===== config.mk =====
export PLATFORM = sky130hd
export DESIGN_NAME = uart_frame_check_addr_match
export DESIGN_NICKNAME = d
export VERILOG_FILES = /design/src/include/uf_pkg.sv /design/src/logic/addr_match.sv /design/src/logic/uart_frame_check_addr_match.sv
export VERILOG_INCLUDE_DIRS = /design/src /design/src/include
export SDC_FILE = /design/constraint.sdc
export NUM_CORES = 1
export LEC_CHECK = 0
export ABC_CLOCK_PERIOD_IN_PS = 3650
export BUFFER_PORTS_ARGS = -buffer_cell sky130_fd_sc_hd__buf_2
export CELL_PAD_IN_SITES_DETAIL_PLACEMENT = 1
export CELL_PAD_IN_SITES_GLOBAL_PLACEMENT = 1
export CORE_MARGIN = 3
export CORE_UTILIZATION = 35
export DETAILED_ROUTE_END_ITERATION = 16
export GPL_TIMING_DRIVEN = 0
export PLACE_DENSITY_LB_ADDON = 0.1
export SLEW_MARGIN = 20
export SYNTH_ARGS = -nofsm -noshare
export SYNTH_HDL_FRONTEND = slang
export SYNTH_SLANG_ARGS = --single-unit
export TNS_END_PERCENT = 1

===== constraint.sdc =====
create_clock -name clk_sys -period 3.65 [get_ports clk_sys]
set_input_delay 0.9125 -clock clk_sys [delete_from_list [all_inputs] [get_ports clk_sys]]
set_output_delay 0.9125 -clock clk_sys [all_outputs]
set_load 0.005 [all_outputs]

===== src/include/uart_frame_defs.svh =====
/*
  Constants of the serial port with framing check and address match.
  Assumes one clock domain; included by its bare name.
*/
// Summary of operation
// - One shift mode plus three full-duplex asynchronous modes numbered 1, 2, 3.
// - Asynchronous receiver and transmitter run together, each on its own baud tick.
// - Stop-bit checking works in all async modes, only while frame check select set.
// - With checking on, a bad stop level on any frame sets the framing error flag.
// - Framing error flag is sticky; only a software write or reset clears it.
// - With checking on, receive done rises at the stop bit, not last data bit.
// - Given address is station address with mask-zero positions as don't care.
// - Broadcast address is station address OR mask; zero positions match anything.
// - Multiprocessor enable turns on address reception, only in nine-bit modes 2, 3.
// - In nine-bit modes the received ninth bit is stored in a status bit.
// - In mode 0 receive and transmit done rise at the end of the eighth bit.
`ifndef UART_FRAME_DEFS_SVH
`define UART_FRAME_DEFS_SVH

// ----------------------------------------
// Oversampling and bit counts
// ----------------------------------------
`define OS_MID      4'h7
`define OS_LAST     4'hf
`define LAST_DATA8  4'h7
`define LAST_DATA9  4'h8
`define STOP_IDX8   4'h9
`define STOP_IDX9   4'ha
`define SHIFT_LAST  3'h7

// ----------------------------------------
// Reset values
// ----------------------------------------
`define FLAG_RST    1'b0
`define BYTE_RST    8'h00
`define LINE_IDLE   1'b1

`endif


===== src/include/uf_pkg.sv =====
/*
  Types of the serial port with framing check and address match.
  Assumes nothing beyond a SystemVerilog compiler.
*/
package uf_pkg;
  typedef enum logic [1:0] {MODE_SHIFT, MODE_UART8, MODE_UART9_FIX, MODE_UART9_VAR} mode_t;
  typedef enum logic [1:0] {RX_IDLE, RX_START, RX_DATA, RX_STOP} rx_state_t;
  typedef enum logic [0:0] {TX_IDLE, TX_SERIAL} tx_state_t;

  typedef struct packed {
    logic serial_mode_bit1;
    logic multiproc_enable;
    logic rx_enable;
    logic tx_ninth;
    logic frame_check_select;
  } serial_cfg_t;

  typedef struct packed {
    logic [7:0] station_address;
    logic [7:0] station_address_mask;
  } addr_cfg_t;
endpackage


===== src/logic/addr_match.sv =====
/*
  Address recognition for multiprocessor reception: given and broadcast.
  Assumes a settled received byte; purely combinational.
*/
`timescale 1ns/1ps
module addr_match (
  input  wire logic [7:0]        rx_byte,
  input  wire uf_pkg::addr_cfg_t addr_cfg,
  output logic                   given_hit,
  output logic                   broadcast_hit,
  output logic                   addr_hit
);
  logic [7:0] broadcast;

  // Positions with care zero never reject
  function automatic logic care_match(input logic [7:0] value,
                                      input logic [7:0] pattern,
                                      input logic [7:0] care);
    care_match = ((value ^ pattern) & care) == 8'h00;
  endfunction

  always_comb begin
    broadcast     = addr_cfg.station_address | addr_cfg.station_address_mask;
    given_hit     = care_match(rx_byte, addr_cfg.station_address,
                               addr_cfg.station_address_mask);
    broadcast_hit = care_match(rx_byte, broadcast, broadcast);
    addr_hit      = given_hit | broadcast_hit;
  end
endmodule // addr_match


===== src/logic/uart_frame_check_addr_match.sv =====
/*
  Serial port: shift mode 0, async modes 1-3, stop-bit check, address match.
  Assumes rx_tick/tx_tick are 16x oversample pulses and shift_tick a half-bit
  pulse, all from baud logic on clk_sys; rxd_in comes straight from a pin.
*/
`timescale 1ns/1ps
`include "uart_frame_defs.svh"
module uart_frame_check_addr_match (
  input  wire logic                  clk_sys,
  input  wire logic                  reset_n,
  input  wire logic                  clk_en,
  input  wire logic                  rxd_in,
  output logic                       rxd_out,
  output logic                       rxd_oe,
  output logic                       txd,
  input  wire logic                  rx_tick,
  input  wire logic                  tx_tick,
  input  wire logic                  shift_tick,
  input  wire uf_pkg::serial_cfg_t   cfg,
  input  wire uf_pkg::addr_cfg_t     addr_cfg,
  input  wire logic                  tx_start,
  input  wire logic [7:0]            tx_data,
  input  wire logic                  rx_done_clr,
  input  wire logic                  tx_done_clr,
  input  wire logic                  bit7_wr,
  input  wire logic                  bit7_wdata,
  output logic [7:0]                 rx_data,
  output logic                       received_ninth_bit,
  output logic                       receive_done_flag,
  output logic                       transmit_done_flag,
  output logic                       framing_error_flag,
  output logic                       serial_mode_bit0,
  output logic                       bit7_rd
);
  // ----------------------------------------
  // Declarations
  // ----------------------------------------
  uf_pkg::mode_t     mode;
  uf_pkg::rx_state_t rx_state_reg, rx_state_next;
  uf_pkg::tx_state_t tx_state_reg, tx_state_next;
  logic       rxd_meta_reg, rxd_sync_reg;
  logic [3:0] rx_os_reg, rx_os_next, rx_bit_reg, rx_bit_next;
  logic [8:0] rx_shift_reg, rx_shift_next;
  logic [3:0] tx_os_reg, tx_os_next, tx_bit_reg, tx_bit_next;
  logic [10:0] tx_shift_reg, tx_shift_next;
  logic       sh_active_reg, sh_active_next, sh_dir_rx_reg, sh_dir_rx_next;
  logic       sh_phase_reg, sh_phase_next;
  logic [2:0] sh_bit_reg, sh_bit_next;
  logic [7:0] sh_data_reg, sh_data_next;
  logic       nine, mp_active, rx_finish, stop_sample, rx_accept, sh_done, tx_stop_begin;
  logic [7:0] rx_byte;
  logic       rx_ninth, addr_hit;
  logic [7:0] rx_data_next;
  logic       rb8_next, ri_next, ti_next, fe_next, mb0_next, bit7_next;
  logic       txd_next, rxd_out_next, rxd_oe_next;

  assign mode      = uf_pkg::mode_t'({cfg.serial_mode_bit1, serial_mode_bit0});
  assign nine      = cfg.serial_mode_bit1;
  assign mp_active = cfg.multiproc_enable & nine;

  // ----------------------------------------
  // Pin synchroniser
  // ----------------------------------------
  always_ff @(posedge clk_sys or negedge reset_n) begin
    if (!reset_n) begin
      rxd_meta_reg <= `LINE_IDLE;
      rxd_sync_reg <= `LINE_IDLE;
    end else if (clk_en) begin
      rxd_meta_reg <= rxd_in;
      rxd_sync_reg <= rxd_meta_reg;
    end
  end

  // ----------------------------------------
  // Asynchronous receiver
  // ----------------------------------------
  // Bits are sampled mid-cell: the start bit realigns the counter at its middle
  always_comb begin
    rx_state_next = rx_state_reg;
    rx_os_next    = rx_tick ? rx_os_reg + 4'h1 : rx_os_reg;
    rx_bit_next   = rx_bit_reg;
    rx_shift_next = rx_shift_reg;
    rx_finish     = 1'b0;
    stop_sample   = 1'b0;
    if (mode == uf_pkg::MODE_SHIFT) begin
      rx_state_next = uf_pkg::RX_IDLE;
    end else begin
      case (rx_state_reg)
        uf_pkg::RX_IDLE: begin
          rx_os_next = 4'h0;
          if (cfg.rx_enable && !rxd_sync_reg) begin
            rx_state_next = uf_pkg::RX_START;
          end
        end
        uf_pkg::RX_START: begin
          if (rx_tick && rx_os_reg == `OS_MID) begin
            rx_os_next    = 4'h0;
            rx_bit_next   = 4'h0;
            rx_state_next = rxd_sync_reg ? uf_pkg::RX_IDLE : uf_pkg::RX_DATA;
          end
        end
        uf_pkg::RX_DATA: begin
          if (rx_tick && rx_os_reg == `OS_LAST) begin
            rx_shift_next = {rxd_sync_reg, rx_shift_reg[8:1]};
            rx_bit_next   = rx_bit_reg + 4'h1;
            if (rx_bit_reg == (nine ? `LAST_DATA9 : `LAST_DATA8)) begin
              rx_state_next = uf_pkg::RX_STOP;
              rx_finish     = !cfg.frame_check_select;
            end
          end
        end
        uf_pkg::RX_STOP: begin
          if (rx_tick && rx_os_reg == `OS_LAST) begin
            stop_sample   = 1'b1;
            rx_finish     = cfg.frame_check_select;
            rx_state_next = uf_pkg::RX_IDLE;
          end
        end
        default: rx_state_next = uf_pkg::RX_IDLE;
      endcase
    end
    rx_byte  = nine ? rx_shift_next[7:0] : rx_shift_next[8:1];
    rx_ninth = rx_shift_next[8];
    // Data frames are dropped too while address filtering is on
    rx_accept = rx_finish & (!mp_active | (rx_ninth & addr_hit));
  end

  always_ff @(posedge clk_sys or negedge reset_n) begin
    if (!reset_n) begin
      rx_state_reg <= uf_pkg::RX_IDLE;
      rx_os_reg    <= 4'h0;
      rx_bit_reg   <= 4'h0;
      rx_shift_reg <= 9'h000;
    end else if (clk_en) begin
      rx_state_reg <= rx_state_next;
      rx_os_reg    <= rx_os_next;
      rx_bit_reg   <= rx_bit_next;
      rx_shift_reg <= rx_shift_next;
    end
  end

  addr_match u_addr_match (
    .rx_byte       (rx_byte),
    .addr_cfg      (addr_cfg),
    .given_hit     (),
    .broadcast_hit (),
    .addr_hit      (addr_hit)
  );

  // ----------------------------------------
  // Mode 0 shift engine
  // ----------------------------------------
  // Half-duplex: the clock goes out on txd, data on the two-way rxd pin
  always_comb begin
    sh_active_next = sh_active_reg;
    sh_dir_rx_next = sh_dir_rx_reg;
    sh_phase_next  = sh_phase_reg;
    sh_bit_next    = sh_bit_reg;
    sh_data_next   = sh_data_reg;
    sh_done        = 1'b0;
    if (!sh_active_reg) begin
      sh_phase_next = 1'b0;
      sh_bit_next   = 3'h0;
      if (mode == uf_pkg::MODE_SHIFT && tx_start) begin
        sh_active_next = 1'b1;
        sh_dir_rx_next = 1'b0;
        sh_data_next   = tx_data;
      end else if (mode == uf_pkg::MODE_SHIFT && cfg.rx_enable && !receive_done_flag) begin
        sh_active_next = 1'b1;
        sh_dir_rx_next = 1'b1;
      end
    end else if (shift_tick) begin
      sh_phase_next = !sh_phase_reg;
      if (sh_phase_reg) begin
        sh_data_next = sh_dir_rx_reg ? {rxd_sync_reg, sh_data_reg[7:1]}
                                     : {1'b0, sh_data_reg[7:1]};
        sh_bit_next  = sh_bit_reg + 3'h1;
        if (sh_bit_reg == `SHIFT_LAST) begin
          sh_active_next = 1'b0;
          sh_done        = 1'b1;
        end
      end
    end
  end

  always_ff @(posedge clk_sys or negedge reset_n) begin
    if (!reset_n) begin
      sh_active_reg <= 1'b0;
      sh_dir_rx_reg <= 1'b0;
      sh_phase_reg  <= 1'b0;
      sh_bit_reg    <= 3'h0;
      sh_data_reg   <= `BYTE_RST;
    end else if (clk_en) begin
      sh_active_reg <= sh_active_next;
      sh_dir_rx_reg <= sh_dir_rx_next;
      sh_phase_reg  <= sh_phase_next;
      sh_bit_reg    <= sh_bit_next;
      sh_data_reg   <= sh_data_next;
    end
  end

  // ----------------------------------------
  // Asynchronous transmitter
  // ----------------------------------------
  // Own tick and state, so it runs beside the receiver at another rate
  always_comb begin
    tx_state_next = tx_state_reg;
    tx_os_next    = tx_os_reg;
    tx_bit_next   = tx_bit_reg;
    tx_shift_next = tx_shift_reg;
    tx_stop_begin = 1'b0;
    case (tx_state_reg)
      uf_pkg::TX_IDLE: begin
        if (tx_start && mode != uf_pkg::MODE_SHIFT) begin
          tx_state_next = uf_pkg::TX_SERIAL;
          tx_os_next    = 4'h0;
          tx_bit_next   = 4'h0;
          tx_shift_next = nine ? {1'b1, cfg.tx_ninth, tx_data, 1'b0}
                               : {2'b11, tx_data, 1'b0};
        end
      end
      uf_pkg::TX_SERIAL: begin
        if (tx_tick) begin
          tx_os_next = tx_os_reg + 4'h1;
          if (tx_os_reg == `OS_LAST) begin
            tx_shift_next = {1'b1, tx_shift_reg[10:1]};
            tx_bit_next   = tx_bit_reg + 4'h1;
            tx_stop_begin = tx_bit_next == (nine ? `STOP_IDX9 : `STOP_IDX8);
            if (tx_bit_reg == (nine ? `STOP_IDX9 : `STOP_IDX8)) begin
              tx_state_next = uf_pkg::TX_IDLE;
            end
          end
        end
      end
      default: tx_state_next = uf_pkg::TX_IDLE;
    endcase
  end

  always_ff @(posedge clk_sys or negedge reset_n) begin
    if (!reset_n) begin
      tx_state_reg <= uf_pkg::TX_IDLE;
      tx_os_reg    <= 4'h0;
      tx_bit_reg   <= 4'h0;
      tx_shift_reg <= 11'h7ff;
    end else if (clk_en) begin
      tx_state_reg <= tx_state_next;
      tx_os_reg    <= tx_os_next;
      tx_bit_reg   <= tx_bit_next;
      tx_shift_reg <= tx_shift_next;
    end
  end

  // ----------------------------------------
  // Flags and pins
  // ----------------------------------------
  // Hardware set beats a clear arriving in the same cycle
  always_comb begin
    rx_data_next = rx_data;
    rb8_next     = received_ninth_bit;
    ri_next      = rx_done_clr ? 1'b0 : receive_done_flag;
    ti_next      = tx_done_clr ? 1'b0 : transmit_done_flag;
    fe_next      = framing_error_flag;
    mb0_next     = serial_mode_bit0;
    if (rx_accept) begin
      rx_data_next = rx_byte;
      ri_next      = 1'b1;
      if (nine) begin
        rb8_next = rx_ninth;
      end
    end
    if (sh_done && sh_dir_rx_reg) begin
      rx_data_next = sh_data_next;
      ri_next      = 1'b1;
    end
    if (tx_stop_begin || (sh_done && !sh_dir_rx_reg)) begin
      ti_next = 1'b1;
    end
    if (bit7_wr && cfg.frame_check_select) begin
      fe_next = bit7_wdata;
    end
    if (bit7_wr && !cfg.frame_check_select) begin
      mb0_next = bit7_wdata;
    end
    if (stop_sample && cfg.frame_check_select && !rxd_sync_reg) begin
      fe_next = 1'b1;
    end
    bit7_next    = cfg.frame_check_select ? fe_next : mb0_next;
    rxd_oe_next  = sh_active_next && !sh_dir_rx_next;
    rxd_out_next = rxd_oe_next ? sh_data_next[0] : 1'b0;
    if (sh_active_next) begin
      txd_next = sh_phase_next;
    end else if (tx_state_next == uf_pkg::TX_SERIAL) begin
      txd_next = tx_shift_next[0];
    end else begin
      txd_next = `LINE_IDLE;
    end
  end

  always_ff @(posedge clk_sys or negedge reset_n) begin
    if (!reset_n) begin
      rx_data            <= `BYTE_RST;
      received_ninth_bit <= `FLAG_RST;
      receive_done_flag  <= `FLAG_RST;
      transmit_done_flag <= `FLAG_RST;
      framing_error_flag <= `FLAG_RST;
      serial_mode_bit0   <= `FLAG_RST;
      bit7_rd            <= `FLAG_RST;
      txd                <= `LINE_IDLE;
      rxd_out            <= 1'b0;
      rxd_oe             <= 1'b0;
    end else if (clk_en) begin
      rx_data            <= rx_data_next;
      received_ninth_bit <= rb8_next;
      receive_done_flag  <= ri_next;
      transmit_done_flag <= ti_next;
      framing_error_flag <= fe_next;
      serial_mode_bit0   <= mb0_next;
      bit7_rd            <= bit7_next;
      txd                <= txd_next;
      rxd_out            <= rxd_out_next;
      rxd_oe             <= rxd_oe_next;
    end
  end
endmodule // uart_frame_check_addr_match


==> out/qor.csv <==
stage,metric,value,unit
synth,ys_seq_elements,72,
clock_network,clock_latency,340,ps
route,via_per_inst,5.566,
critical_path,path_max_fanout,10,
critical_path,r2r-start,rx_state_reg[0],
sta,setup_tns,0,ps
route,wl_per_cell,18.54,um
power_and_ir_drop,power.total,2.841,mW
global_routing,grt_pass1_vias,4196,
critical_path,arrival,3390,ps
clock_network,cts_tree,yes,
sta,finalSetupViolCount,0,
synth,synth_cell_types,59,
clock_network,cts.sinks,72,
sta,relSlewSlack,43.66,%
synth,ys_async_sr_fraction,100.0,%
floorplanning,io_pins,58,
route,vias,4002,
placed_design,post-place-ws,164.5,ps
critical_path,timing.rr.end,rx_data[6],
sta,report.final.hold_viol_count,0,
route,totalWireLength,13330,um
critical_path,critPathKind,reg -> reg,
route,drt-initial-drc-count,136,
synth,mappedNetlistArea,0.004403,mm2
route,drc,0,
critical_path,end_kind,flop,
floorplanning,die_w,118.2,um
critical_path,r2r_setup_slack,510,ps
layout,antennaDiodeCount,0,
synth,synth_top_area_cell,dfrtp_1,
clock_network,root_buffer,clkbuf_16,
sta,period_share,85.89,%
layout,drive_gt1_share,23.59,%
power_and_ir_drop,power_leakage,2.271,nW
sta,clock_skew,7.573,ps
floorplanning,initial_core_util,36.20,%
layout,nets,597,
global_routing,grt_max_degree,38,
sta,layout_setup_ws,514.9,ps
run,maxCapViolCount,0,
global_routing,track_usage,19.57,%
route,drtAntennaViolNets,0,
critical_path,startpoint_type,flop,
synth,ys_seq_area_share,41.32,%
clock_network,cts-resized-gates,0,
worst_hold_path,hold_path_end,tx_shift_reg[6],
synth,ys_top_cells_by_area,"dfrtp_1 (33%), dfstp_2 (8.4%), nand2_1 (5.6%), a21oi_1 (4.0%), o21ai_0 (3.5%)",
layout,largest_register_ffs,11,
synth,yosysWarnings,0,
global_routing,overflow,0,
floorplanning,die_h,118.2,um
worst_hold_path,min_path_type,reg -> reg,
sta,period_needed,3135,ps
synth,syn_nets,528,
clock_network,path_clk_slew,60,ps
route,drtPass1Iterations,4,
placed_design,port_buffers,57,
critical_path,cp.required,3910,ps
global_routing,antenna_found_initial,0,
synth,syn_avg_cell_area,9.231,um2
worst_hold_path,min_path_cells,2,
worst_hold_path,min_from,tx_shift_reg[6],
floorplanning,core.rowCount,40,
sta,rsz0062_at_grt,false,
global_routing,grt_pass1_wl,22140,um
sta,tightest_slew,843.3,ps
clock_network,cts.htree.levels,3,
sta,worst_hold_slack,479.8,ps
power_and_ir_drop,vdd_drop_max,0.0003611,V
synth,synth-edff-count,0,
floorplanning,die_area,0.01396,mm2
synth,synth_top_cell_area_share,32.96,%
clock_network,clockBufferDepth,2,
placed_design,hpwl,10020,um
synth,syn_inst,477,
clock_network,hold_buffers,0,
floorplanning,core,0.01216,mm2
layout,area_growth,19.95,%
clock_network,post_cts_buffers,0,
critical_path,reg2regPathDepth,10,
sta,slew_viol_final,0,
power_and_ir_drop,power_density,538.0,mW/mm2
placed_design,gp_congestion,0.7743,
sta,fmax,319.0,MHz
synth,synth-main-ff-cell,dfrtp_1,
run_status,status,finished clean,
clock_network,cts_buffers,9,
-- cell families (layout without fill, tap and decap cells) --
kind of cell,after synthesis,count (layout),share of synthesized area (%)
and+or+nand+nor,175,175,19.67
AOI/OAI and AO/OA,158,158,25.63
DFF,72,72,41.32
buffers and inverters,33,107,3.637
muxes,21,21,5.144
adders and majority gates,10,10,2.842
xor gates and xnor gates,8,8,1.762
-- through the flow --
stage | area, um2 | utilization (%) | std cells
floorplan | 4403 | - | 477
global placement | 4898 | 40.28 | 702
detailed placement | 4921 | 40.46 | 703
CTS | 5276 | 43.38 | 719
global route | 5281 | 43.43 | 719
finish | 5281 | 43.43 | 719
-- how the worst max path moves through the flow --
stage | startpoint | to | slack [ps]
after floorplan | cfg[4] | rx_data[0] | 750
after CTS | rx_state_reg[0] | rx_data[6] | 510
after detailed placement | cfg[4] | tx_bit_reg[0] | 160
after global routing | cfg[4] | tx_bit_reg[0] | 220
final | rx_state_reg[0] | rx_data[6] | 510
after global placement | cfg[4] | tx_bit_reg[0] | 190
-- metal layers --
layer / vias to the layer above / global-route usage, % / wire, um
met4: 0 / 7.473 / 304
met1: 2018 / 25.52 / 6223
met3: 26 / 3.014 / 312
met2: 61 / 32.73 / 6492
met5: - / 0 / 0
li1: 1897 / - / -
-- cell usage after synthesis (10+ instances only) --
master,number
nor3_1,11
clkbuf_1,12
ha_1,10
o211ai_1,11
o21ai_0,31
mux2_2,13
nor2_1,36
nand3_1,14
dfstp_2,14
nand2_1,66
dfrtp_1,58
a21oi_1,35
a22oi_1,14
nand2b_1,11
-- where the power goes --
group | internal (mW) | switching [mW]
Clock | 0.704 | 0.349
Combinational | 0.257 | 0.346
Sequential | 1.02 | 0.165
-- layout make-up --
cell class                 instances  area, um2
fill                            1457       6880
clock inverter                     5      102.6
timing repair buffer              58      307.8
inverter                           9      33.78
clock buffer                      11      252.7
sequential                        72       1819
tap                              168      210.2
buffer                            24      126.4
multi-input combinational        372       2429
-- layout by cell type (no fill, tap or decap), types with 11 or more instances in the layout --
cell and count:
dfstp_2 14, clkbuf_1 12, nor2_1 36, nand2_1 66, mux2_2 13, dfrtp_1 58, a21oi_1 35, o211ai_1 11
nand2b_1 11, buf_2 61, o21ai_0 31, nand3_1 14, a22oi_1 14
-- worst max-delay path, stage by stage, from the launching register on --
cell and delay [ps]:
dfrtp_1 440, inv_1 110, ha_1 220, buf_2 260, inv_1 150, or4_1 540
a211oi_1 350, nand2_1 340, or2_1 320, buf_6 150, o211ai_2 160
Power figures use the tool's default switching activity.
